$ cat config.mk
export PLATFORM = sky130hd
export DESIGN_NAME = eiu_top
export DESIGN_NICKNAME = d
export VERILOG_FILES = /design/src/design/eiu_pkg.sv /design/src/design/eiu_top.sv /design/src/design/eiu_pin_sync.sv
export SDC_FILE = /design/constraint.sdc
export NUM_CORES = 1
export LEC_CHECK = 0
export ABC_AREA = 1
export BUFFER_PORTS_ARGS = -buffer_cell sky130_fd_sc_hd__buf_2
export CAP_MARGIN = 20
export CORE_MARGIN = 3
export CORE_UTILIZATION = 49
export DETAILED_ROUTE_END_ITERATION = 8
export GPL_TIMING_DRIVEN = 0
export HOLD_SLACK_MARGIN = 0.02
export PLACE_DENSITY = 0.8
export SYNTH_ARGS = -nofsm -noshare
export SYNTH_HDL_FRONTEND = slang
export SYNTH_SLANG_ARGS = --single-unit
$ cat constraint.sdc
create_clock -name CLK -period 1.4 [get_ports CLK]
set_input_delay 0.07 -clock CLK [delete_from_list [all_inputs] [get_ports CLK]]
set_output_delay 0.07 -clock CLK [all_outputs]
set_load 0.05 [all_outputs]
$ cat src/design/eiu_pkg.sv
package eiu_pkg;
  // ----------------------------------------------------------------
  // Bus and register map
  // ----------------------------------------------------------------
  localparam int ADDR_W = 8;
  localparam int DATA_W = 32;
  localparam logic [ADDR_W-1:0] OFS_SENSE_LOW   = 8'h00;
  localparam logic [ADDR_W-1:0] OFS_SENSE_HIGH  = 8'h04;
  localparam logic [ADDR_W-1:0] OFS_IRQ_MASK    = 8'h08;
  localparam logic [ADDR_W-1:0] OFS_IRQ_FLAGS   = 8'h0c;
  localparam logic [ADDR_W-1:0] OFS_GROUP_EN    = 8'h10;
  localparam logic [ADDR_W-1:0] OFS_GROUP_PEND  = 8'h14;
  localparam logic [ADDR_W-1:0] OFS_PIN_MASK    = 8'h18;
  localparam logic [ADDR_W-1:0] OFS_PIN_LEVEL   = 8'h1c;
  // ----------------------------------------------------------------
  // Field layout
  // ----------------------------------------------------------------
  localparam int N_LOW     = 4;
  localparam int N_EXT     = 5;
  localparam int N_CHG     = 8;
  localparam int SNS_W     = 2;
  localparam int SNS_HI_LSB = 4;
  localparam int SIXTH_BIT = 6;
  localparam int SIXTH_IDX = 4;
  localparam logic [7:0] RST_BYTE = 8'h00;
  localparam logic [DATA_W-1:0] RD_ZERO = 32'h0000_0000;
  // ----------------------------------------------------------------
  // Sense selector encoding
  // ----------------------------------------------------------------
  localparam logic [1:0] SENSE_LOW  = 2'h0;
  localparam logic [1:0] SENSE_ANY  = 2'h1;
  localparam logic [1:0] SENSE_FALL = 2'h2;
  localparam logic [1:0] SENSE_RISE = 2'h3;
  // ----------------------------------------------------------------
  // Timing
  // ----------------------------------------------------------------
  localparam int CLK_NS    = 8;
  localparam int T_INT_NS  = 50;
  localparam int PULSE_CYC = (T_INT_NS + CLK_NS - 1) / CLK_NS;
  localparam int STUP_W    = 8;
  localparam logic [STUP_W-1:0] STARTUP_CYC_DEF = 8'h10;
  localparam logic [STUP_W-1:0] CNT_ZERO = 8'h00;
  localparam logic [STUP_W-1:0] CNT_ONE  = 8'h01;
  // ----------------------------------------------------------------
  // Power states and block state
  // ----------------------------------------------------------------
  typedef enum logic [1:0] {PWR_RUN, PWR_SLEEP, PWR_START} eiu_pwr_e;
  typedef struct packed {
    logic [7:0]        sns_lo;
    logic [SNS_W-1:0]  sns_hi;
    logic [N_EXT-1:0]  msk;
    logic [N_EXT-1:0]  flg;
    logic              pc_en;
    logic              pc_flg;
    logic [N_CHG-1:0]  pc_msk;
    eiu_pwr_e          pwr;
    logic [STUP_W-1:0] cnt;
    logic [DATA_W-1:0] rdata;
    logic              slverr;
  } eiu_state_s;
endpackage

$ cat src/design/eiu_top.sv
// Operation
// - Pin activity raises requests even when the pins are driven as outputs.
// - Any toggle on a selected change-watch pin raises the change request.
// - Change events are seen without the I/O clock and wake the part.
// - Enabled level sensing requests while the pin is low in run mode, not in sleep or start-up.
// - Sixth-pin edges are recognised only while the I/O clock runs.
// - Low levels and low-pin edges are seen in deep sleep and wake the part.
// - The I/O clock stops in every sleep mode except Idle.
// - A level gone before start-up ends wakes the part without an interrupt.
// - Low sense control holds four two-bit selectors, pin 3 on top, reset zero.
// - Low-pin interrupts need global enable and the pin's mask bit.
// - Selector 00 low, 01 any edge, 10 falling, 11 rising.
// - Any low-pin pulse longer than 50 ns raises an interrupt.
// - Edge pending flags set on events, clear on service or one; zero in level mode.
// - Mask register has enables at bits 6 and 3 to 0, reset zero.
// - Sixth pin is sampled before edge detection, same selector encoding.
// - Change interrupt needs group enable and global enable; flag clears on service or one.
//
// Local design decisions: the address map and the APB slave port.
`timescale 1ns/1ns
module eiu_top
  import eiu_pkg::*;
#(
  parameter logic [eiu_pkg::STUP_W-1:0] STARTUP_CYC = eiu_pkg::STARTUP_CYC_DEF
) (
  // Clock and reset
  input  wire logic                        CLK,
  input  wire logic                        RST_N,
  // APB slave
  input  wire logic                        PSEL,
  input  wire logic                        PENABLE,
  input  wire logic                        PWRITE,
  input  wire logic [eiu_pkg::ADDR_W-1:0]  PADDR,
  input  wire logic [eiu_pkg::DATA_W-1:0]  PWDATA,
  output logic      [eiu_pkg::DATA_W-1:0]  PRDATA,
  output logic                             PREADY,
  output logic                             PSLVERR,
  // Core side
  input  wire logic                        CORE_STATUS_WORD_GIE,
  input  wire logic [eiu_pkg::N_EXT-1:0]   EXT_IRQ_ACK,
  output logic      [eiu_pkg::N_EXT-1:0]   EXT_IRQ_REQ,
  input  wire logic                        CHANGE_GROUP_ACK,
  output logic                             CHANGE_GROUP_REQUEST,
  // Power control
  input  wire logic                        SLEEP_EN,
  input  wire logic                        SLEEP_IDLE,
  output logic                             IO_CLK_EN,
  output logic                             WAKE,
  // Pins
  input  wire logic [eiu_pkg::N_LOW-1:0]   LOW_EXT_IRQ_PINS,
  input  wire logic                        SIXTH_EXT_IRQ_PIN,
  input  wire logic [eiu_pkg::N_CHG-1:0]   CHANGE_WATCH_PINS
);
  import eiu_pkg::*;
  localparam int NP = N_CHG + N_EXT;

  eiu_state_s       st_q;
  eiu_state_s       st_d;
  logic [NP-1:0]    p_lvl;
  logic [NP-1:0]    p_rise;
  logic [NP-1:0]    p_fall;
  logic [N_EXT-1:0] e_lvl;
  logic [N_EXT-1:0] e_rise;
  logic [N_EXT-1:0] e_fall;
  logic [N_EXT-1:0] e_evt;
  logic [N_EXT-1:0] e_islvl;
  logic [N_EXT-1:0] lvl_req;
  logic [N_CHG-1:0] pc_chg;
  logic [1:0]       sel [N_EXT];
  logic             wr_acc;
  logic             rd_setup;
  logic             hit;
  logic [7:0]       rbyte;
  logic             io_run;

  // ----------------------------------------------------------------
  // Pin capture
  // ----------------------------------------------------------------
  // Pads are read directly, whatever the port direction
  eiu_pin_sync #(.W(NP)) eiu_pin_sync_inst (
    .clk  (CLK),
    .rst_n(RST_N),
    .din  ({SIXTH_EXT_IRQ_PIN, LOW_EXT_IRQ_PINS, CHANGE_WATCH_PINS}),
    .lvl  (p_lvl),
    .rise (p_rise),
    .fall (p_fall)
  );

  assign io_run = (st_q.pwr != PWR_SLEEP);
  assign pc_chg = p_rise[N_CHG-1:0] | p_fall[N_CHG-1:0];
  assign e_lvl  = p_lvl[NP-1:N_CHG];
  // Low pins run without the I/O clock; sixth pin needs it
  assign e_rise = {p_rise[NP-1] & io_run, p_rise[NP-2:N_CHG]};
  assign e_fall = {p_fall[NP-1] & io_run, p_fall[NP-2:N_CHG]};

  // ----------------------------------------------------------------
  // Sense decode
  // ----------------------------------------------------------------
  genvar i;
  generate
    for (i = 0; i < N_EXT; i++) begin : g_ext
      if (i < N_LOW) begin : g_lo
        assign sel[i] = st_q.sns_lo[SNS_W*i +: SNS_W];
      end else begin : g_hi
        assign sel[i] = st_q.sns_hi;
      end
      assign e_islvl[i] = (sel[i] == SENSE_LOW);
      always_comb begin
        unique case (sel[i])
          SENSE_LOW:  e_evt[i] = 1'b0;
          SENSE_ANY:  e_evt[i] = e_rise[i] | e_fall[i];
          SENSE_FALL: e_evt[i] = e_fall[i];
          SENSE_RISE: e_evt[i] = e_rise[i];
        endcase
      end
      // Level request lasts while the pin is low, held off during start-up
      assign lvl_req[i] = e_islvl[i] & ~e_lvl[i] & (st_q.pwr == PWR_RUN);
    end
  endgenerate

  // ----------------------------------------------------------------
  // Requests and wake-up
  // ----------------------------------------------------------------
  always_comb begin
    EXT_IRQ_REQ = {N_EXT{CORE_STATUS_WORD_GIE}} & st_q.msk
                  & (lvl_req | (~e_islvl & st_q.flg));
  end
  assign CHANGE_GROUP_REQUEST = CORE_STATUS_WORD_GIE & st_q.pc_en & st_q.pc_flg;
  assign WAKE = (st_q.pwr == PWR_SLEEP) & CORE_STATUS_WORD_GIE
                & (|(st_q.msk & ((e_islvl & ~e_lvl) | e_evt))
                   | (st_q.pc_en & |(pc_chg & st_q.pc_msk)));
  assign IO_CLK_EN = io_run;

  // ----------------------------------------------------------------
  // APB slave
  // ----------------------------------------------------------------
  assign PREADY   = PSEL & PENABLE;
  assign PRDATA   = st_q.rdata;
  assign PSLVERR  = st_q.slverr & PREADY;
  assign wr_acc   = PSEL & PENABLE & PWRITE;
  assign rd_setup = PSEL & ~PENABLE;

  always_comb begin
    hit   = 1'b1;
    rbyte = RST_BYTE;
    unique case (PADDR)
      OFS_SENSE_LOW:  rbyte = st_q.sns_lo;
      OFS_SENSE_HIGH: rbyte[SNS_HI_LSB +: SNS_W] = st_q.sns_hi;
      OFS_IRQ_MASK:   rbyte = {1'b0, st_q.msk[SIXTH_IDX], 2'h0, st_q.msk[N_LOW-1:0]};
      OFS_IRQ_FLAGS:  rbyte = {1'b0, st_q.flg[SIXTH_IDX], 2'h0, st_q.flg[N_LOW-1:0]};
      OFS_GROUP_EN:   rbyte[0] = st_q.pc_en;
      OFS_GROUP_PEND: rbyte[0] = st_q.pc_flg;
      OFS_PIN_MASK:   rbyte = st_q.pc_msk;
      OFS_PIN_LEVEL:  rbyte = p_lvl[N_CHG-1:0];
      default:        hit = 1'b0;
    endcase
  end

  // ----------------------------------------------------------------
  // Next state
  // ----------------------------------------------------------------
  always_comb begin
    logic [N_EXT-1:0] w1c;
    logic             pc_w1c;
    st_d   = st_q;
    w1c    = '0;
    pc_w1c = 1'b0;
    if (rd_setup) begin
      st_d.rdata  = {24'h00_0000, rbyte};
      st_d.slverr = ~hit;
    end
    if (wr_acc) begin
      unique case (PADDR)
        OFS_SENSE_LOW:  st_d.sns_lo = PWDATA[7:0];
        OFS_SENSE_HIGH: st_d.sns_hi = PWDATA[SNS_HI_LSB +: SNS_W];
        OFS_IRQ_MASK:   st_d.msk = {PWDATA[SIXTH_BIT], PWDATA[N_LOW-1:0]};
        OFS_IRQ_FLAGS:  w1c = {PWDATA[SIXTH_BIT], PWDATA[N_LOW-1:0]};
        OFS_GROUP_EN:   st_d.pc_en = PWDATA[0];
        OFS_GROUP_PEND: pc_w1c = PWDATA[0];
        OFS_PIN_MASK:   st_d.pc_msk = PWDATA[N_CHG-1:0];
        default:        st_d.pc_en = st_q.pc_en;
      endcase
    end
    // Set wins over clear; level mode forces the flag clear
    st_d.flg = ((st_q.flg & ~w1c & ~EXT_IRQ_ACK) | e_evt) & ~e_islvl;
    st_d.pc_flg = (st_q.pc_flg & ~pc_w1c & ~CHANGE_GROUP_ACK)
                  | |(pc_chg & st_q.pc_msk);
    unique case (st_q.pwr)
      PWR_RUN: begin
        if (SLEEP_EN && !SLEEP_IDLE) begin
          st_d.pwr = PWR_SLEEP;
        end
      end
      PWR_SLEEP: begin
        if (!SLEEP_EN) begin
          st_d.pwr = PWR_START;
          st_d.cnt = STARTUP_CYC;
        end
      end
      PWR_START: begin
        st_d.cnt = st_q.cnt - CNT_ONE;
        if (st_q.cnt <= CNT_ONE) begin
          st_d.pwr = PWR_RUN;
          st_d.cnt = CNT_ZERO;
        end
      end
    endcase
  end

  always_ff @(posedge CLK or negedge RST_N) begin
    if (!RST_N) begin
      st_q <= '{sns_lo: RST_BYTE, sns_hi: '0, msk: '0, flg: '0, pc_en: 1'b0,
                pc_flg: 1'b0, pc_msk: RST_BYTE, pwr: PWR_RUN, cnt: CNT_ZERO,
                rdata: RD_ZERO, slverr: 1'b0};
    end else begin
      st_q <= st_d;
    end
  end

  // ----------------------------------------------------------------
  // Assertions
  // ----------------------------------------------------------------
  property p_level_hold;
    @(posedge CLK) disable iff (!RST_N)
    (CORE_STATUS_WORD_GIE && st_q.msk[0] && sel[0] == SENSE_LOW && !e_lvl[0]
     && st_q.pwr == PWR_RUN) |-> EXT_IRQ_REQ[0];
  endproperty
  a_level_hold: assert property (p_level_hold) else $error("level request missing");

  property p_level_noflag;
    @(posedge CLK) disable iff (!RST_N)
    (sel[0] == SENSE_LOW) |=> !st_q.flg[0];
  endproperty
  a_level_noflag: assert property (p_level_noflag) else $error("flag set in level mode");

  property p_fall_path;
    @(posedge CLK) disable iff (!RST_N)
    (sel[0] == SENSE_FALL && $fell(LOW_EXT_IRQ_PINS[0])) ##1 (sel[0] == SENSE_FALL)[*2]
    |=> st_q.flg[0];
  endproperty
  a_fall_path: assert property (p_fall_path) else $error("falling edge not flagged");

  property p_rise_only;
    @(posedge CLK) disable iff (!RST_N)
    (sel[1] == SENSE_RISE && !st_q.flg[1] && !e_rise[1]) |=> !st_q.flg[1];
  endproperty
  a_rise_only: assert property (p_rise_only) else $error("flag without rising edge");

  property p_pc_set;
    @(posedge CLK) disable iff (!RST_N)
    (|(pc_chg & st_q.pc_msk)) |=> st_q.pc_flg ##0 $past(st_q.pc_msk) == st_q.pc_msk;
  endproperty
  a_pc_set: assert property (p_pc_set) else $error("change flag not set");

  property p_six_sleep;
    @(posedge CLK) disable iff (!RST_N)
    (st_q.pwr == PWR_SLEEP && !st_q.flg[SIXTH_IDX] && sel[SIXTH_IDX] != SENSE_LOW)
    |=> !st_q.flg[SIXTH_IDX];
  endproperty
  a_six_sleep: assert property (p_six_sleep) else $error("sixth edge seen asleep");

  property p_clk_stop;
    @(posedge CLK) disable iff (!RST_N)
    (st_q.pwr == PWR_RUN && SLEEP_EN && !SLEEP_IDLE) |=> !IO_CLK_EN ##1 (SLEEP_EN ? !IO_CLK_EN : 1'b1);
  endproperty
  a_clk_stop: assert property (p_clk_stop) else $error("clock kept in deep sleep");

  property p_startup;
    @(posedge CLK) disable iff (!RST_N)
    (st_q.pwr == PWR_SLEEP && !SLEEP_EN) |=> (st_q.pwr == PWR_START && !(|lvl_req))[*2];
  endproperty
  a_startup: assert property (p_startup) else $error("level request in start-up");

  property p_gie;
    @(posedge CLK) disable iff (!RST_N)
    !CORE_STATUS_WORD_GIE |-> (EXT_IRQ_REQ == '0) && !CHANGE_GROUP_REQUEST && !WAKE;
  endproperty
  a_gie: assert property (p_gie) else $error("request without global enable");

  property p_w0;
    @(posedge CLK) disable iff (!RST_N)
    (wr_acc && PADDR == OFS_IRQ_FLAGS && !PWDATA[0] && !EXT_IRQ_ACK[0]
     && st_q.flg[0] && sel[0] != SENSE_LOW && $stable(sel[0])) |=> st_q.flg[0];
  endproperty
  a_w0: assert property (p_w0) else $error("zero write cleared a flag");

  property p_wake_pc;
    @(posedge CLK) disable iff (!RST_N)
    (st_q.pwr == PWR_SLEEP && CORE_STATUS_WORD_GIE && st_q.pc_en
     && |(pc_chg & st_q.pc_msk)) |-> WAKE;
  endproperty
  a_wake_pc: assert property (p_wake_pc) else $error("change did not wake");

  c_fall_flag: cover property (@(posedge CLK) disable iff (!RST_N)
    sel[0] == SENSE_FALL && $rose(st_q.flg[0]));
  c_pc_flag: cover property (@(posedge CLK) disable iff (!RST_N) $rose(st_q.pc_flg));
  c_wake: cover property (@(posedge CLK) disable iff (!RST_N) WAKE);
  c_start_done: cover property (@(posedge CLK) disable iff (!RST_N)
    st_q.pwr == PWR_START ##1 st_q.pwr == PWR_RUN);
endmodule // eiu_top

$ cat src/design/eiu_pin_sync.sv
`timescale 1ns/1ns
module eiu_pin_sync #(
  parameter int W = 1
) (
  // Clock and reset
  input  wire logic         clk,
  input  wire logic         rst_n,
  // Pins and results
  input  wire logic [W-1:0] din,
  output logic      [W-1:0] lvl,
  output logic      [W-1:0] rise,
  output logic      [W-1:0] fall
);
  typedef struct packed {
    logic [W-1:0] s1;
    logic [W-1:0] s2;
    logic [W-1:0] s3;
  } eiu_sync_s;
  eiu_sync_s st_q;
  eiu_sync_s st_d;
  // ----------------------------------------------------------------
  // Two-stage synchroniser and edge history
  // ----------------------------------------------------------------
  always_comb begin
    st_d    = st_q;
    st_d.s1 = din;
    st_d.s2 = st_q.s1;
    st_d.s3 = st_q.s2;
  end
  always_ff @(posedge clk or negedge rst_n) begin
    if (!rst_n) begin
      st_q <= '1;
    end else begin
      st_q <= st_d;
    end
  end
  genvar i;
  generate
    for (i = 0; i < W; i++) begin : g_bit
      assign lvl[i]  = st_q.s2[i];
      assign rise[i] = st_q.s2[i] & ~st_q.s3[i];
      assign fall[i] = ~st_q.s2[i] & st_q.s3[i];
    end
  endgenerate
endmodule // eiu_pin_sync

Word-level counts from Yosys, hierarchy flattened:

Cells that the tools add are included.

* order comparisons: 1
* eq/ne operators: 28
* multiply operators: 0
* div/mod/pow operators: 0
* shift-type cells: 0
* bitwise logic cells: 103
* muxes and demuxes: 19
* add/sub/neg operators: 1
* reduce and logical (&&, ||, !) cells: 20

Operator list (count)
* bitwise AND 1 bit: 49
* bitwise AND 5 bit: 8
* equality test 8 x 5 -> 1 bit (second input constant): 4
* NOT 1 bit: 30
* equality test 2 bit (second input constant): 11
* 2-to-1 mux 10 bit: 2
* NOT 5 bit: 4
* one-hot mux 1 bit (4 select lines): 5
* equality test 8 x 4 -> 1 bit (second input constant): 2
* one-hot mux 8 bit (2 select lines): 1
* OR reduction 8 bit: 2
* bitwise OR 5 bit: 3
* one-hot mux 3 bit (5 select lines): 1
* equality test 2 x 1 -> 1 bit (second input constant): 6
* logical NOT 2 bit: 6
* AND reduction 2 bit: 6
* 2-to-1 mux 5 bit: 2
* one-hot mux 2 bit (5 select lines): 1
* bitwise AND 8 bit: 1
* equality test 8 x 3 -> 1 bit (second input constant): 1
* less-or-equal comparator 8 x 1 -> 1 bit (second input constant): 1
* logical NOT 8 bit: 1
* bitwise OR 8 bit: 1
* one-hot mux 2 bit (4 select lines): 1
* other kinds (13): 23

* memories: 0
* bits in writable memories: 0
* output and inout bits: 42
* bits in read-only memories: 0
* bits of input ports: 67
* word-level logic and storage cells: 186
* flip-flop bits (word level): 88
* latch bits: 0

Depth between registers and ports, before layout:

Gate-level depths: netlist of the first run.

* word-level depth: 10
* depth in mapped cells: 12
* depth with buffers taken out: 12

Modules after synthesis:

Synthesis of the first run repeated with hierarchy kept, for this count alone.

* cells, all modules: 557
* area total of the unflattened synthesis: 4655.7 µm²

By module, submodules not included
* eiu_top: cells an instance 453, times used 1, seq. area each 1226.2 µm², area an instance 3338.2 µm²
* eiu_pin_sync: cells an instance 104, times used 1, seq. area each 1024.7 µm², area an instance 1317.5 µm²

Least setup slack after synthesis of the first run:

OpenSTA, ideal clock, no wires.

* path kind: flip-flop to output port
* from: register eiu_pin_sync_inst.st_q[9] (netlist name)
* to: output port WAKE
* arrival time: 1.900 ns
* stages on the path, launching flop included: 12
* setup slack: -0.570 ns
* path buffers: 0
* data required time: 1.330 ns
* cells stage by stage: dfstp_2 -> inv_1 -> ha_1 -> nor2_1 -> nand2_1 -> nand3_1 -> nand2_1 -> nand2_1 -> inv_1 -> nand2_1 -> nor2_1 -> nor2_1

* cells in the longest elaborated chain, start to end: 9
* elaborated cells between the ends (all ways): 10
* those cells by class: 1 x mux; 8 x bitwise; 1 x reduce/logical

Ends and longest elaborated chain
* start, declared: line eiu_pin_sync.sv:19 `eiu_sync_s st_q;`
* start signal, assigned: line eiu_pin_sync.sv:34 `st_q <= st_d;`
* NOT 1 bit: line eiu_pin_sync.sv:41 `assign rise[i] = st_q.s2[i] & ~st_q.s3[i];`
* bitwise AND 1 bit: line eiu_pin_sync.sv:41
* bitwise OR 1 bit: line eiu_top.sv:111 `SENSE_ANY: e_evt[i] = e_rise[i] | e_fall[i];`
* one-hot mux 1 bit (4 select lines) (*): line eiu_top.sv:109 `unique case (sel[i])`
* bitwise OR 5 bit (*): line eiu_top.sv:130 `& (|(st_q.msk & ((e_islvl & ~e_lvl) | e_evt))`
* bitwise AND 5 bit (*): line eiu_top.sv:130
* OR reduction 5 bit (*): line eiu_top.sv:130
* bitwise OR 1 bit (*): line eiu_top.sv:131 `| (st_q.pc_en & |(pc_chg & st_q.pc_msk)));`
* bitwise AND 1 bit (*): line eiu_top.sv:130
* end, declared: line eiu_top.sv:48 `output logic WAKE,`

Mark *: on every way between the ends. The rest lies on a longest branch, timed or not.

Worst setup path after layout of the first run:

* from: register eiu_pin_sync_inst.st_q (netlist bit eiu_pin_sync_inst.lvl[9])
* to: output port WAKE

* cells in the longest elaborated chain, start to end: 9
* elaborated cells between the ends (all ways): 12
* those cells by class: 1 x mux; 10 x bitwise; 1 x reduce/logical

Ends and longest elaborated chain
* NOT 1 bit: line eiu_pin_sync.sv:42 `assign fall[i] = ~st_q.s2[i] & st_q.s3[i];`
* bitwise AND 1 bit: line eiu_pin_sync.sv:42
* bitwise OR 1 bit: line eiu_top.sv:111
* one-hot mux 1 bit (4 select lines): line eiu_top.sv:109
* bitwise OR 5 bit (*): line eiu_top.sv:130
* bitwise AND 5 bit (*): line eiu_top.sv:130
* OR reduction 5 bit (*): line eiu_top.sv:130
* bitwise OR 1 bit (*): line eiu_top.sv:131
* bitwise AND 1 bit (*): line eiu_top.sv:130

Marks and branches as above.

==> results of run 1 <==
-- power groups by stage --
stage                     combinational [mW]  sequential [mW]  clock [mW]
after global routing                    3.66             3.09        1.95
after global placement                  1.71             3.01           0
after detailed placement                1.81             3.02           0
after floorplan                         1.40             2.98           0
final                                   3.44             3.08        1.82
after CTS                               2.42             3.01        1.81
-- through the flow --
step | util (%) | instance area, um^2 | TNS, ps
4_1_cts | 67.15 | 5913 | -2665
2_1_floorplan | - | 4644 | -202.7
3_3_place_gp | 57.69 | 5080 | -23630
6_report | 70.15 | 6177 | -4277
5_1_grt | 70.15 | 6177 | -5444
3_5_place_dp | 58.03 | 5110 | -1514
-- flip-flops by register name, indices dropped and copies added, names as in the netlist --
register	cells
st_q	31
eiu_pin_sync_inst.lvl	13
eiu_pin_sync_inst.st_d	13
eiu_pin_sync_inst.st_q	13
sel	10
PRDATA	8
-- cell usage in the layout (no fill, tap or decap), types with 6 or more instances in the layout --
cell type,instances
buf_2,56
buf_4,56
buf_6,17
clkbuf_8,11
conb_1,24
dfrtp_1,47
dfstp_2,39
dlygate4sd3_1,18
ha_4,8
inv_1,66
inv_2,13
nand2_1,116
nand2_2,13
nand2_4,6
nand3_1,39
nand3_2,9
nor2_1,35
nor2_2,10
nor2_4,9
o21ai_0,37
-- per-layer routing --
layer / vias to the layer above / global-route usage [%] / routed length (um)
li1: 1955 / - / -
met1: 2007 / 29.41 / 4885
met2: 261 / 38.18 / 6369
met3: 72 / 4.959 / 1040
met4: 0 / 11.04 / 837
met5: - / 0 / 0
-- layout make-up --
| cell class | count | share of cell area [%] |
|---|---|---|
| plain buffers | 39 | 4.638 |
| clock buffers | 14 | 2.633 |
| clock inverters | 2 | 0.6077 |
| inverters | 81 | 5.003 |
| multi-input cells | 358 | 34.92 |
| flip-flops and latches | 88 | 36.48 |
| well taps | 108 | 2.188 |
| repair buffers | 111 | 13.53 |
-- timing repair --
action	4_1_cts	5_1_grt
setup buffers	25	14
endpoints found under the hold margin	81	0
pin swaps	23	25
endpoints found under the setup margin	16	19
hold buffers	18	0
gates resized for setup	66	61
-- cell families after synthesis --
logic type | Yosys count
XOR/XNOR | 4
adder cells (fa/ha/maj) | 14
other | 1
flip-flops | 88
AO/OA/AOI/OAI | 61
buffers and inverters | 120
AND/OR/NAND/NOR | 255
-- worst register-to-register path: stages (launching register included) --
cell	delay, ps
dfrtp_1	380
inv_2	80
buf_6	130
ha_4	280
nand2_4	70
buf_6	130
nor4_4	230
xnor2_1	180
nor2_1	80
-- worst paths after layout --
kind	to
min reg2reg	eiu_pin_sync_inst.lvl[6]
min	st_q[44]
max	WAKE
max reg2reg	st_q[39]
min in group asynchronous	st_q[34]
max in group asynchronous	eiu_pin_sync_inst.st_d[19]
==> key figures, run 1 <==
Synth
  • Portion of synthesized cell area occupied by the leading cell type: 27.27%
  • Cell types with the highest counts after synthesis: nand2_1, inv_1, nor2_1
  • Post-synthesis compound-gate area fraction: 7.429%
  • Share of synthesized cell area in full adder, half adder and majority cells: 3.895%
  • Count leader, synth: nand2_1
  • Syn Std Cell Area: 4497 um^2
  • Count of flip-flops with a built-in enable after synthesis: 0
  • Synthesized area per cell: 8.281 um^2
  • Warning count from the yosys run: 0
  • Flop and latch count out of synthesis: 88
  • Dominant synthesized flop cell: dfrtp_1
  • Post-synth ARST share: 100.0%
  • Post-synth top area cell: dfrtp_1
  • Largest family of logic cells by synthesized area: simple AND/OR/NAND/NOR gates
  • Fraction of the mapped netlist area in simple logic gates: 24.62%
  • Parity-gate share of the synthesized area counting xor and xnor cells: 0.7791%
  • Multiplexer area fraction after synthesis: 0%
  • Sequential fraction of the synthesis area: 50.06%
  • Post-Syn Instances: 543
  • Number of distinct library cells after synthesis: 31
  • Top cells by area, synth: dfrtp_1, dfstp_2, nand2_1

Worst setup path
  • Count of buffer and inverter cells on the critical path: 4
  • Reg2Reg Depth: 8
  • CP max stage delay: 590 ps
  • Startpoint class of the critical path: flip-flop
  • Path type of the worst setup path: flip-flop to output pin
  • Most used cell, CP: nand2_2
  • Critical Path RT: 1330 ps
  • Critical path's top delay family: flip-flops
  • Endpoint type of the worst setup path: output pin
  • Peak fanout along the critical path: 3
  • Worst-path cell with the longest stage delay: dfstp_2
  • Critical Path, Cell by Cell: inv_2 > ha_2 > inv_1 > nand2_2 > nand3_2 > nand3_2 > nand2_2 > nand2_2 > inv_2 > nand2_2 > nor2_4 > nor2_4 > buf_8
  • CP Data Arrival Time: 2030 ps
  • Startpoint of the worst register-to-register path: st_q[42]
  • Critical Path Start: eiu_pin_sync_inst.lvl[9]
  • Reg-to-reg slack, setup: -270 ps
  • Levels on crit path: 13

Detailed routing
  • Drt pass-1 iters: 5
  • Per-cell via count in the routed design: 5.362
  • Antenna violation net count after detailed routing: 0
  • Detailed-route wire length: 13.13 mm
  • Average routed wire per standard cell: 16.40 um
  • Starting DRT DRC Count: 469
  • Residual DRC count: 0
  • Vias: 4295

Cells and area
  • Register Area: 2253 um^2
  • Layout overhead on the synthesized area: 37.37%
  • Number of antenna diodes: 0
  • Fill cells: 644
  • Multi-input logic area: 2157 um^2
  • Final Instance Count excl. Fillers: 801
  • Count of nets after finishing: 769
  • Fraction of layout instances using a drive strength above 1: 40.26%

Outcome
  • Violations in the final reports: setup timing
  • Result of the run: finished, violations left

GRT
  • All-layer global routing usage: 23.28%
  • Number of antenna violations at the first check in global routing: 0
  • Total overflow reported by the global router: 0
  • Pin count of the biggest net entering global routing: 67
  • First-pass GRT wire length: 18.51 mm
  • Via count of the first global-routing pass: 3921

Clock network
  • Clock root buffer master: clkbuf_8
  • Clock latency at the later pin of the worst-skew pair: 360 ps
  • Clock edge transition at the registers on the reported setup and hold paths: 80 ps
  • Number of levels in the clock H-tree: 3
  • Number of buffers created by CTS: 9
  • TritonCTS clock tree: yes
  • Maximum buffer depth of the clock tree: 2
  • Clock Sink Count: 88

Pwr
  • Worst voltage drop across the vdd grid: 1.632 mV
  • Switching power: 3.117 mW
  • Proportion of power drawn by the clock network: 21.9%
  • Combinational fraction of design power: 41.2%
  • Net switching share of the total power: 37.38%
  • Power Internal: 5.222 mW
  • Sequential power share: 36.9%
  • Total power: 8.340 mW
  • Leak pwr: 3.038 nW
  • Pwr per Cell Area: 1350 nW/um^2

Die
  • Effective utilization at floorplan: 51.07%
  • Core Box Area: 8806 um^2
  • Ports: 109
  • FP Rows: 34
  • DIE WIDTH: 101.8 um
  • Height of the die: 101.8 um
  • Die Outline Area: 10360 um^2

Worst hold path
  • Class of the worst hold path: input port to flip-flop
  • Start point of the worst hold path: PWDATA[1]
  • Worst hold path depth: 3

Placement
  • Worst slack at placement: -426.3 ps
  • Placer Congestion: 0.9022
  • Number of buffer cells added on primary ports: 60
  • Total half-perimeter wirelength after legalization and detailed placement: 7.928 mm
  • Total placed cells including tap cells: 735

Timing
  • Setup repair after global routing missed its margin: true
  • Minimum setup slack in the final design: -699.6 ps
  • Final setup violation count: 15
  • Worst clock skew: 11.21 ps
  • Tcrit/Tclk final: 150.0%
  • Worst slew margin: 55.41%
  • Fin Hold WS: 31.06 ps
  • Slew at the pin closest to its max-slew limit: 663.8 ps
  • Max Slew Vio Count: 0
  • Hold Violations, Final: 0
  • Final period demand of the worst path: 2100 ps
  • FMAX: 476.3 MHz

Job
  • Number of max-cap violations: 0
No activity file was read; power rests on OpenSTA's default activity.
==> run 2, diff against run 1 <==
- CORE_UTILIZATION: 49 -> 36
- PLACE_DENSITY: 0.8 -> 0.63
==> run 2 against run 1 <==
Compared with the run above: worst setup slack better by 55 ps; the run still ends with setup timing left; register-to-register slack better by 110 ps; final cell count is 5.6% higher.
==> key figures, run 2 (synthesis results as in run 1) <==
Outcome
  • Result of the run: finished, violations left
  • Violations in the final reports: setup timing

Die
  • FP Rows: 40 (+18%)
  • Effective utilization at floorplan: 37.13% (-14 points)
  • DIE WIDTH: 117.8 um (+16%)
  • Die Outline Area: 13870 um^2 (+34%)
  • Core Box Area: 12110 um^2 (+38%)
  • Ports: 109 (unchanged)
  • Height of the die: 117.8 um (+16%)

Worst setup path
  • Path type of the worst setup path: flip-flop to output pin
  • CP Data Arrival Time: 1970 ps (-60 ps)
  • Peak fanout along the critical path: 2 (-1)
  • Reg2Reg Depth: 10 (+2)
  • Startpoint class of the critical path: flip-flop
  • Critical Path RT: 1330 ps (about the same)
  • Critical Path Start: eiu_pin_sync_inst.st_q[10]
  • Endpoint type of the worst setup path: output pin
  • Startpoint of the worst register-to-register path: st_q[41]

Worst hold path
  • Class of the worst hold path: input port to flip-flop
  • Start point of the worst hold path: EXT_IRQ_ACK[1]
  • Worst hold path depth: 4 (+1)

Detailed routing
  • Per-cell via count in the routed design: 4.660 (-13%)
  • Detailed-route wire length: 11.62 mm (-12%)
  • Residual DRC count: 0 (unchanged)
  • Vias: 3942 (-8.2%)
  • Drt pass-1 iters: 4 (-1)
  • Average routed wire per standard cell: 13.74 um (-16%)
  • Antenna violation net count after detailed routing: 0 (unchanged)
  • Starting DRT DRC Count: 247 (-47%)

Timing
  • Max Slew Vio Count: 0 (unchanged)
  • Tcrit/Tclk final: 146.0% (-3.9 points)
  • Worst clock skew: 5.987 ps (-5.227 ps)
  • Slew at the pin closest to its max-slew limit: 666.7 ps (+2.900 ps)
  • Setup repair after global routing missed its margin: true
  • Hold Violations, Final: 0 (unchanged)
  • Worst slew margin: 55.21% (-0.19 points)
  • Final period demand of the worst path: 2045 ps (-55.09 ps)
  • Minimum setup slack in the final design: -644.5 ps (+55.09 ps)
  • FMAX: 489.1 MHz (+2.7%)
  • Final setup violation count: 13 (-2)

GRT
  • All-layer global routing usage: 16.70% (-6.6 points)
  • Total overflow reported by the global router: 0 (unchanged)
  • Number of antenna violations at the first check in global routing: 0 (unchanged)
  • Via count of the first global-routing pass: 3997 (+1.9%)
  • First-pass GRT wire length: 18.81 mm (+1.6%)
  • Pin count of the biggest net entering global routing: 53 (-21%)

Placement
  • Total half-perimeter wirelength after legalization and detailed placement: 8.018 mm (+1.1%)
  • Worst slack at placement: -417.7 ps (+8.531 ps)
  • Post-place instance area: 5185 um^2 (+1.5%)
  • Placer Congestion: 0.8754 (-3.0%)
  • Number of buffer cells added on primary ports: 60 (unchanged)

Cells and area
  • Most used cells in the layout excluding fill and tap cells: nand2_1, inv_1, buf_2
  • Layout overhead on the synthesized area: 35.92%
  • Largest register FFs: 31 (unchanged)
  • Number of antenna diodes: 0 (unchanged)
  • Leading cell type in the layout, fill and taps excluded: nand2_1
  • Fraction of layout instances using a drive strength above 1: 36.87% (-3.4 points)
  • Count of nets after finishing: 754 (-2.0%)
  • Finished Cell Area: 6112 um^2 (-1.1%)
  • Top reg by flops: st_q

Pwr
  • Worst voltage drop across the vdd grid: 0.6329 mV (-61%)
  • Pwr per Cell Area: 1342 nW/um^2 (-0.61%)
  • Leak pwr: 2.979 nW (-2.0%)
  • Total power: 8.201 mW (-1.7%)

Clock network
  • Clock Sink Count: 88 (unchanged)
  • Clock latency at the later pin of the worst-skew pair: 340 ps (-20 ps)
  • Number of buffers created by CTS: 9 (unchanged)
  • Number of levels in the clock H-tree: 3 (unchanged)
  • Clock root buffer master: clkbuf_16
  • Maximum buffer depth of the clock tree: 2 (unchanged)
  • TritonCTS clock tree: yes
  • Clock edge transition at the registers on the reported setup and hold paths: 60 ps (-20 ps)

Job
  • Number of max-cap violations: 0 (unchanged)
[run 2: critical path: stages, from the launching register on]
cell,delay (ps)
dfstp_2,540
inv_2,40
ha_4,240
nand3b_1,100
nand3_2,90
o21ai_2,140
nand3_2,120
nor2_4,150
nor2_4,60
buf_8,140
[run 2: repair_timing]
action | in CTS | in global routing
gates cloned | 0 | 0
endpoints found under the setup margin | 15 | 19
hold buffers | 15 | 1
hold endpoints to repair | 32 | 1
gates resized for setup | 47 | 45
pin swaps | 27 | 22
setup buffers | 16 | 8
[run 2: worst paths after layout]
path | slack, ps | end
worst max-delay path | -640 | WAKE
worst min-delay path | 40 | st_q[54]
worst max register to register | -160 | st_q[40]
worst min register to register | 350 | eiu_pin_sync_inst.lvl[6]
max in group asynchronous | 480 | eiu_pin_sync_inst.st_q[12]
min in group asynchronous | 240 | st_q[51]
[run 2: final cells by class]
class / count / area (um^2)
buffer: 39 / 286.5
clock buffer: 11 / 252.7
clock inverter: 5 / 31.28
fill: 1135 / 6000
inverter: 81 / 312.8
multi-input combinational: 358 / 2079
sequential: 88 / 2253
tap: 168 / 210.2
timing repair buffer: 96 / 685.7
[run 2: power by group]
group          leakage (nW)  total, mW  switching, mW  internal (mW)
combinational          1.77       2.88           1.67           1.21
clock                 0.141       2.27          0.980           1.29
sequential             1.07       3.05          0.236           2.81
[run 2: metal layers]
layer	share of wire, %	GRT usage (%)	vias up
met5	0	0	-
met4	2.7	6.300	0
met1	42	20.62	1864
li1	-	-	1915
met2	49	27.52	136
met3	6.6	5.142	27
[run 2: stage by stage]
step | util [%] | setup TNS, ps | cells | hold WS, ps
floorplan | - | -202.7 | 566 | -225.6
global placement | 42.56 | -27390 | 794 | 175.3
detailed placement | 42.81 | -1492 | 795 | 70.33
CTS | 48.85 | -2874 | 842 | 21.58
global route | 50.46 | -3984 | 846 | 53.82
finish | 50.46 | -2881 | 846 | 38.95
==> run 3, diff against run 2 <==
- GPL_ROUTABILITY_DRIVEN: unset -> 0
- PLACE_DENSITY: 0.63 -> 0.6
- REMOVE_ABC_BUFFERS: unset -> 1
- clock period: 1.4 -> 2.2 ns (I/O delays scaled with it)
==> run 3 against run 2 <==
Compared with the run above: the run now ends clean; hold slack better by 28 ps; clock-buffer cell count is 1 lower; total power is 46% lower; critical path depth is 3 higher; register-to-register slack better by 610 ps; clock power is 33% lower; sequential cell count stayed put.
==> key figures, run 3 (synthesis results as in run 1) <==
Outcome
  • Result of the run: complete, no violations

Clock network
  • Maximum buffer depth of the clock tree: 2 (unchanged)
  • Clock Sink Count: 88 (unchanged)
  • Clock edge transition at the registers on the reported setup and hold paths: 70 ps (about the same)
  • Number of buffers created by CTS: 9 (unchanged)
  • Number of levels in the clock H-tree: 3 (unchanged)
  • Clock latency at the later pin of the worst-skew pair: 340 ps (about the same)
  • Clock root buffer master: clkbuf_16
  • TritonCTS clock tree: yes

Timing
  • Worst clock skew: 6.553 ps (+0.5664 ps)
  • Tcrit/Tclk final: 95.30%
  • Final period demand of the worst path: 2097 ps
  • Post-route setup TNS: 0 ps (+2881 ps)
  • Worst slew margin: 37.95% (-17 points)
  • Hold Violations, Final: 0 (unchanged)
  • Final setup violation count: 0 (-13)
  • Max Slew Vio Count: 0 (unchanged)
  • Slew at the pin closest to its max-slew limit: 925.7 ps (+259.0 ps)
  • FMAX: 476.9 MHz

Cells and area
  • Multi-input logic area: 1808 um^2 (-13%)
  • Fill cells: 1230 (+8.4%)
  • Leading cell type in the layout, fill and taps excluded: nand2_1
  • Most used cells in the layout excluding fill and tap cells: nand2_1, inv_1, buf_2
  • Register Area: 2251 um^2 (-0.11%)
  • Final Instance Count excl. Fillers: 792 (-6.4%)
  • Finished Cell Area: 5399 um^2 (-12%)
  • Count of nets after finishing: 700 (-7.2%)
  • Layout overhead on the synthesized area: 20.06%
  • Top reg by flops: st_q
  • Largest register FFs: 31 (unchanged)
  • Core occupancy in the finished layout: 44.58% (-5.9 points)
  • Fraction of layout instances using a drive strength above 1: 22.44% (-14 points)
  • Number of antenna diodes: 0 (unchanged)

Worst setup path
  • Endpoint type of the worst setup path: output pin
  • Reg2Reg Depth: 10 (unchanged)
  • Path type of the worst setup path: flip-flop to output pin
  • CP Data Arrival Time: 1990 ps (+20 ps)
  • Startpoint of the worst register-to-register path: st_q[42]
  • Critical Path RT: 2090 ps (+760 ps)
  • Reg-to-reg slack, setup: 450 ps (+610 ps)
  • Startpoint class of the critical path: flip-flop
  • Peak fanout along the critical path: 2 (unchanged)
  • Capture instance of the worst register-to-register path: st_q[40]

Placement
  • Post-place instance area: 4853 um^2 (-6.4%)
  • Number of buffer cells added on primary ports: 60 (unchanged)
  • Total half-perimeter wirelength after legalization and detailed placement: 7.597 mm (-5.2%)
  • Total placed cells including tap cells: 757 (-4.8%)

Die
  • Core Box Area: 12110 um^2 (unchanged)
  • DIE WIDTH: 117.8 um (unchanged)
  • Die Outline Area: 13870 um^2 (unchanged)
  • Effective utilization at floorplan: 37.13% (unchanged)
  • Ports: 109 (unchanged)
  • Height of the die: 117.8 um (unchanged)
  • FP Rows: 40 (unchanged)

Detailed routing
  • Detailed-route wire length: 10.37 mm (-11%)
  • Drt pass-1 iters: 6 (+2)
  • Residual DRC count: 0 (unchanged)
  • Antenna violation net count after detailed routing: 0 (unchanged)
  • Average routed wire per standard cell: 13.09 um (-4.7%)
  • Per-cell via count in the routed design: 4.582 (-1.7%)
  • Vias: 3629 (-7.9%)
  • Starting DRT DRC Count: 245 (-0.81%)

Pwr
  • Pwr per Cell Area: 820.8 nW/um^2 (-39%)
  • Worst voltage drop across the vdd grid: 0.5372 mV (-15%)
  • Total power: 4.432 mW (-46%)
  • Leak pwr: 2.650 nW (-11%)

GRT
  • Number of antenna violations at the first check in global routing: 0 (unchanged)
  • Pin count of the biggest net entering global routing: 58 (+9.4%)
  • Total overflow reported by the global router: 0 (unchanged)
  • All-layer global routing usage: 15.54% (-1.2 points)
  • First-pass GRT wire length: 17.25 mm (-8.3%)
  • Via count of the first global-routing pass: 3582 (-10%)

Worst hold path
  • Start point of the worst hold path: EXT_IRQ_ACK[3]
  • Class of the worst hold path: input port to flip-flop
  • Worst hold path depth: 4 (unchanged)
  • Hold worst-path end: st_q[56]

Job
  • Number of max-cap violations: 0 (unchanged)
[run 3: what timing repair did]
action                                  CTS  global route
hold buffers                             15             0
gates resized for setup                   4            13
hold endpoints to repair                 30             0
endpoints found under the setup margin    1             1
setup buffers                             1             2
pin swaps                                 2            14
[run 3: final cells by class]
type | count | area share (%)
clock buffers | 10 | 4.241
clock inverters | 6 | 1.275
inverters | 81 | 5.632
multi-input cells | 358 | 33.49
flip-flops and latches | 88 | 41.69
well taps | 168 | 3.893
repair buffers | 81 | 9.780
[run 3: worst max-delay path, cell delays in order (launching register included)]
cell and delay (ps):
dfstp_2 530, inv_1 40, ha_1 260, nor2_1 100, nand2_1 90, nand3_2 70
nand2_1 60, nand2_1 60, inv_1 40, nand2_2 80, nor2_4 50, nor2_2 90
buf_6 160
[run 3: worst max path at each step]
stage	start	cells past startpoint	to
2_1_floorplan	eiu_pin_sync_inst.st_q[9]	11	WAKE
3_5_place_dp	PADDR[7]	7	st_q[53]
5_1_grt	eiu_pin_sync_inst.st_q[9]	12	WAKE
4_1_cts	eiu_pin_sync_inst.st_q[9]	12	WAKE
6_report	eiu_pin_sync_inst.st_q[9]	12	WAKE
3_3_place_gp	PADDR[6]	8	PRDATA[6]
[run 3: per-layer routing]
metal | up-vias | GRT usage (%) | wire [um]
met5 | - | 0 | 0
met4 | 0 | 4.982 | 216
met3 | 16 | 5.142 | 695
met2 | 99 | 25.08 | 4994
met1 | 1709 | 19.77 | 4460
li1 | 1805 | - | -
[run 3: power by group]
group | switching, mW | leakage [nW] | internal [mW]
logic | 0.688 | 1.45 | 0.328
registers | 0.104 | 1.07 | 1.79
clock network | 0.640 | 0.131 | 0.884
[run 3: per-stage QoR]
stage	worst slack (ps)	hold slack, ps
CTS	0.03197	53.07
finish	103.3	67.32
detailed placement	111.0	81.73
global route	-30.71	71.05
global placement	-434.9	214.8
floorplan	190.2	-185.6
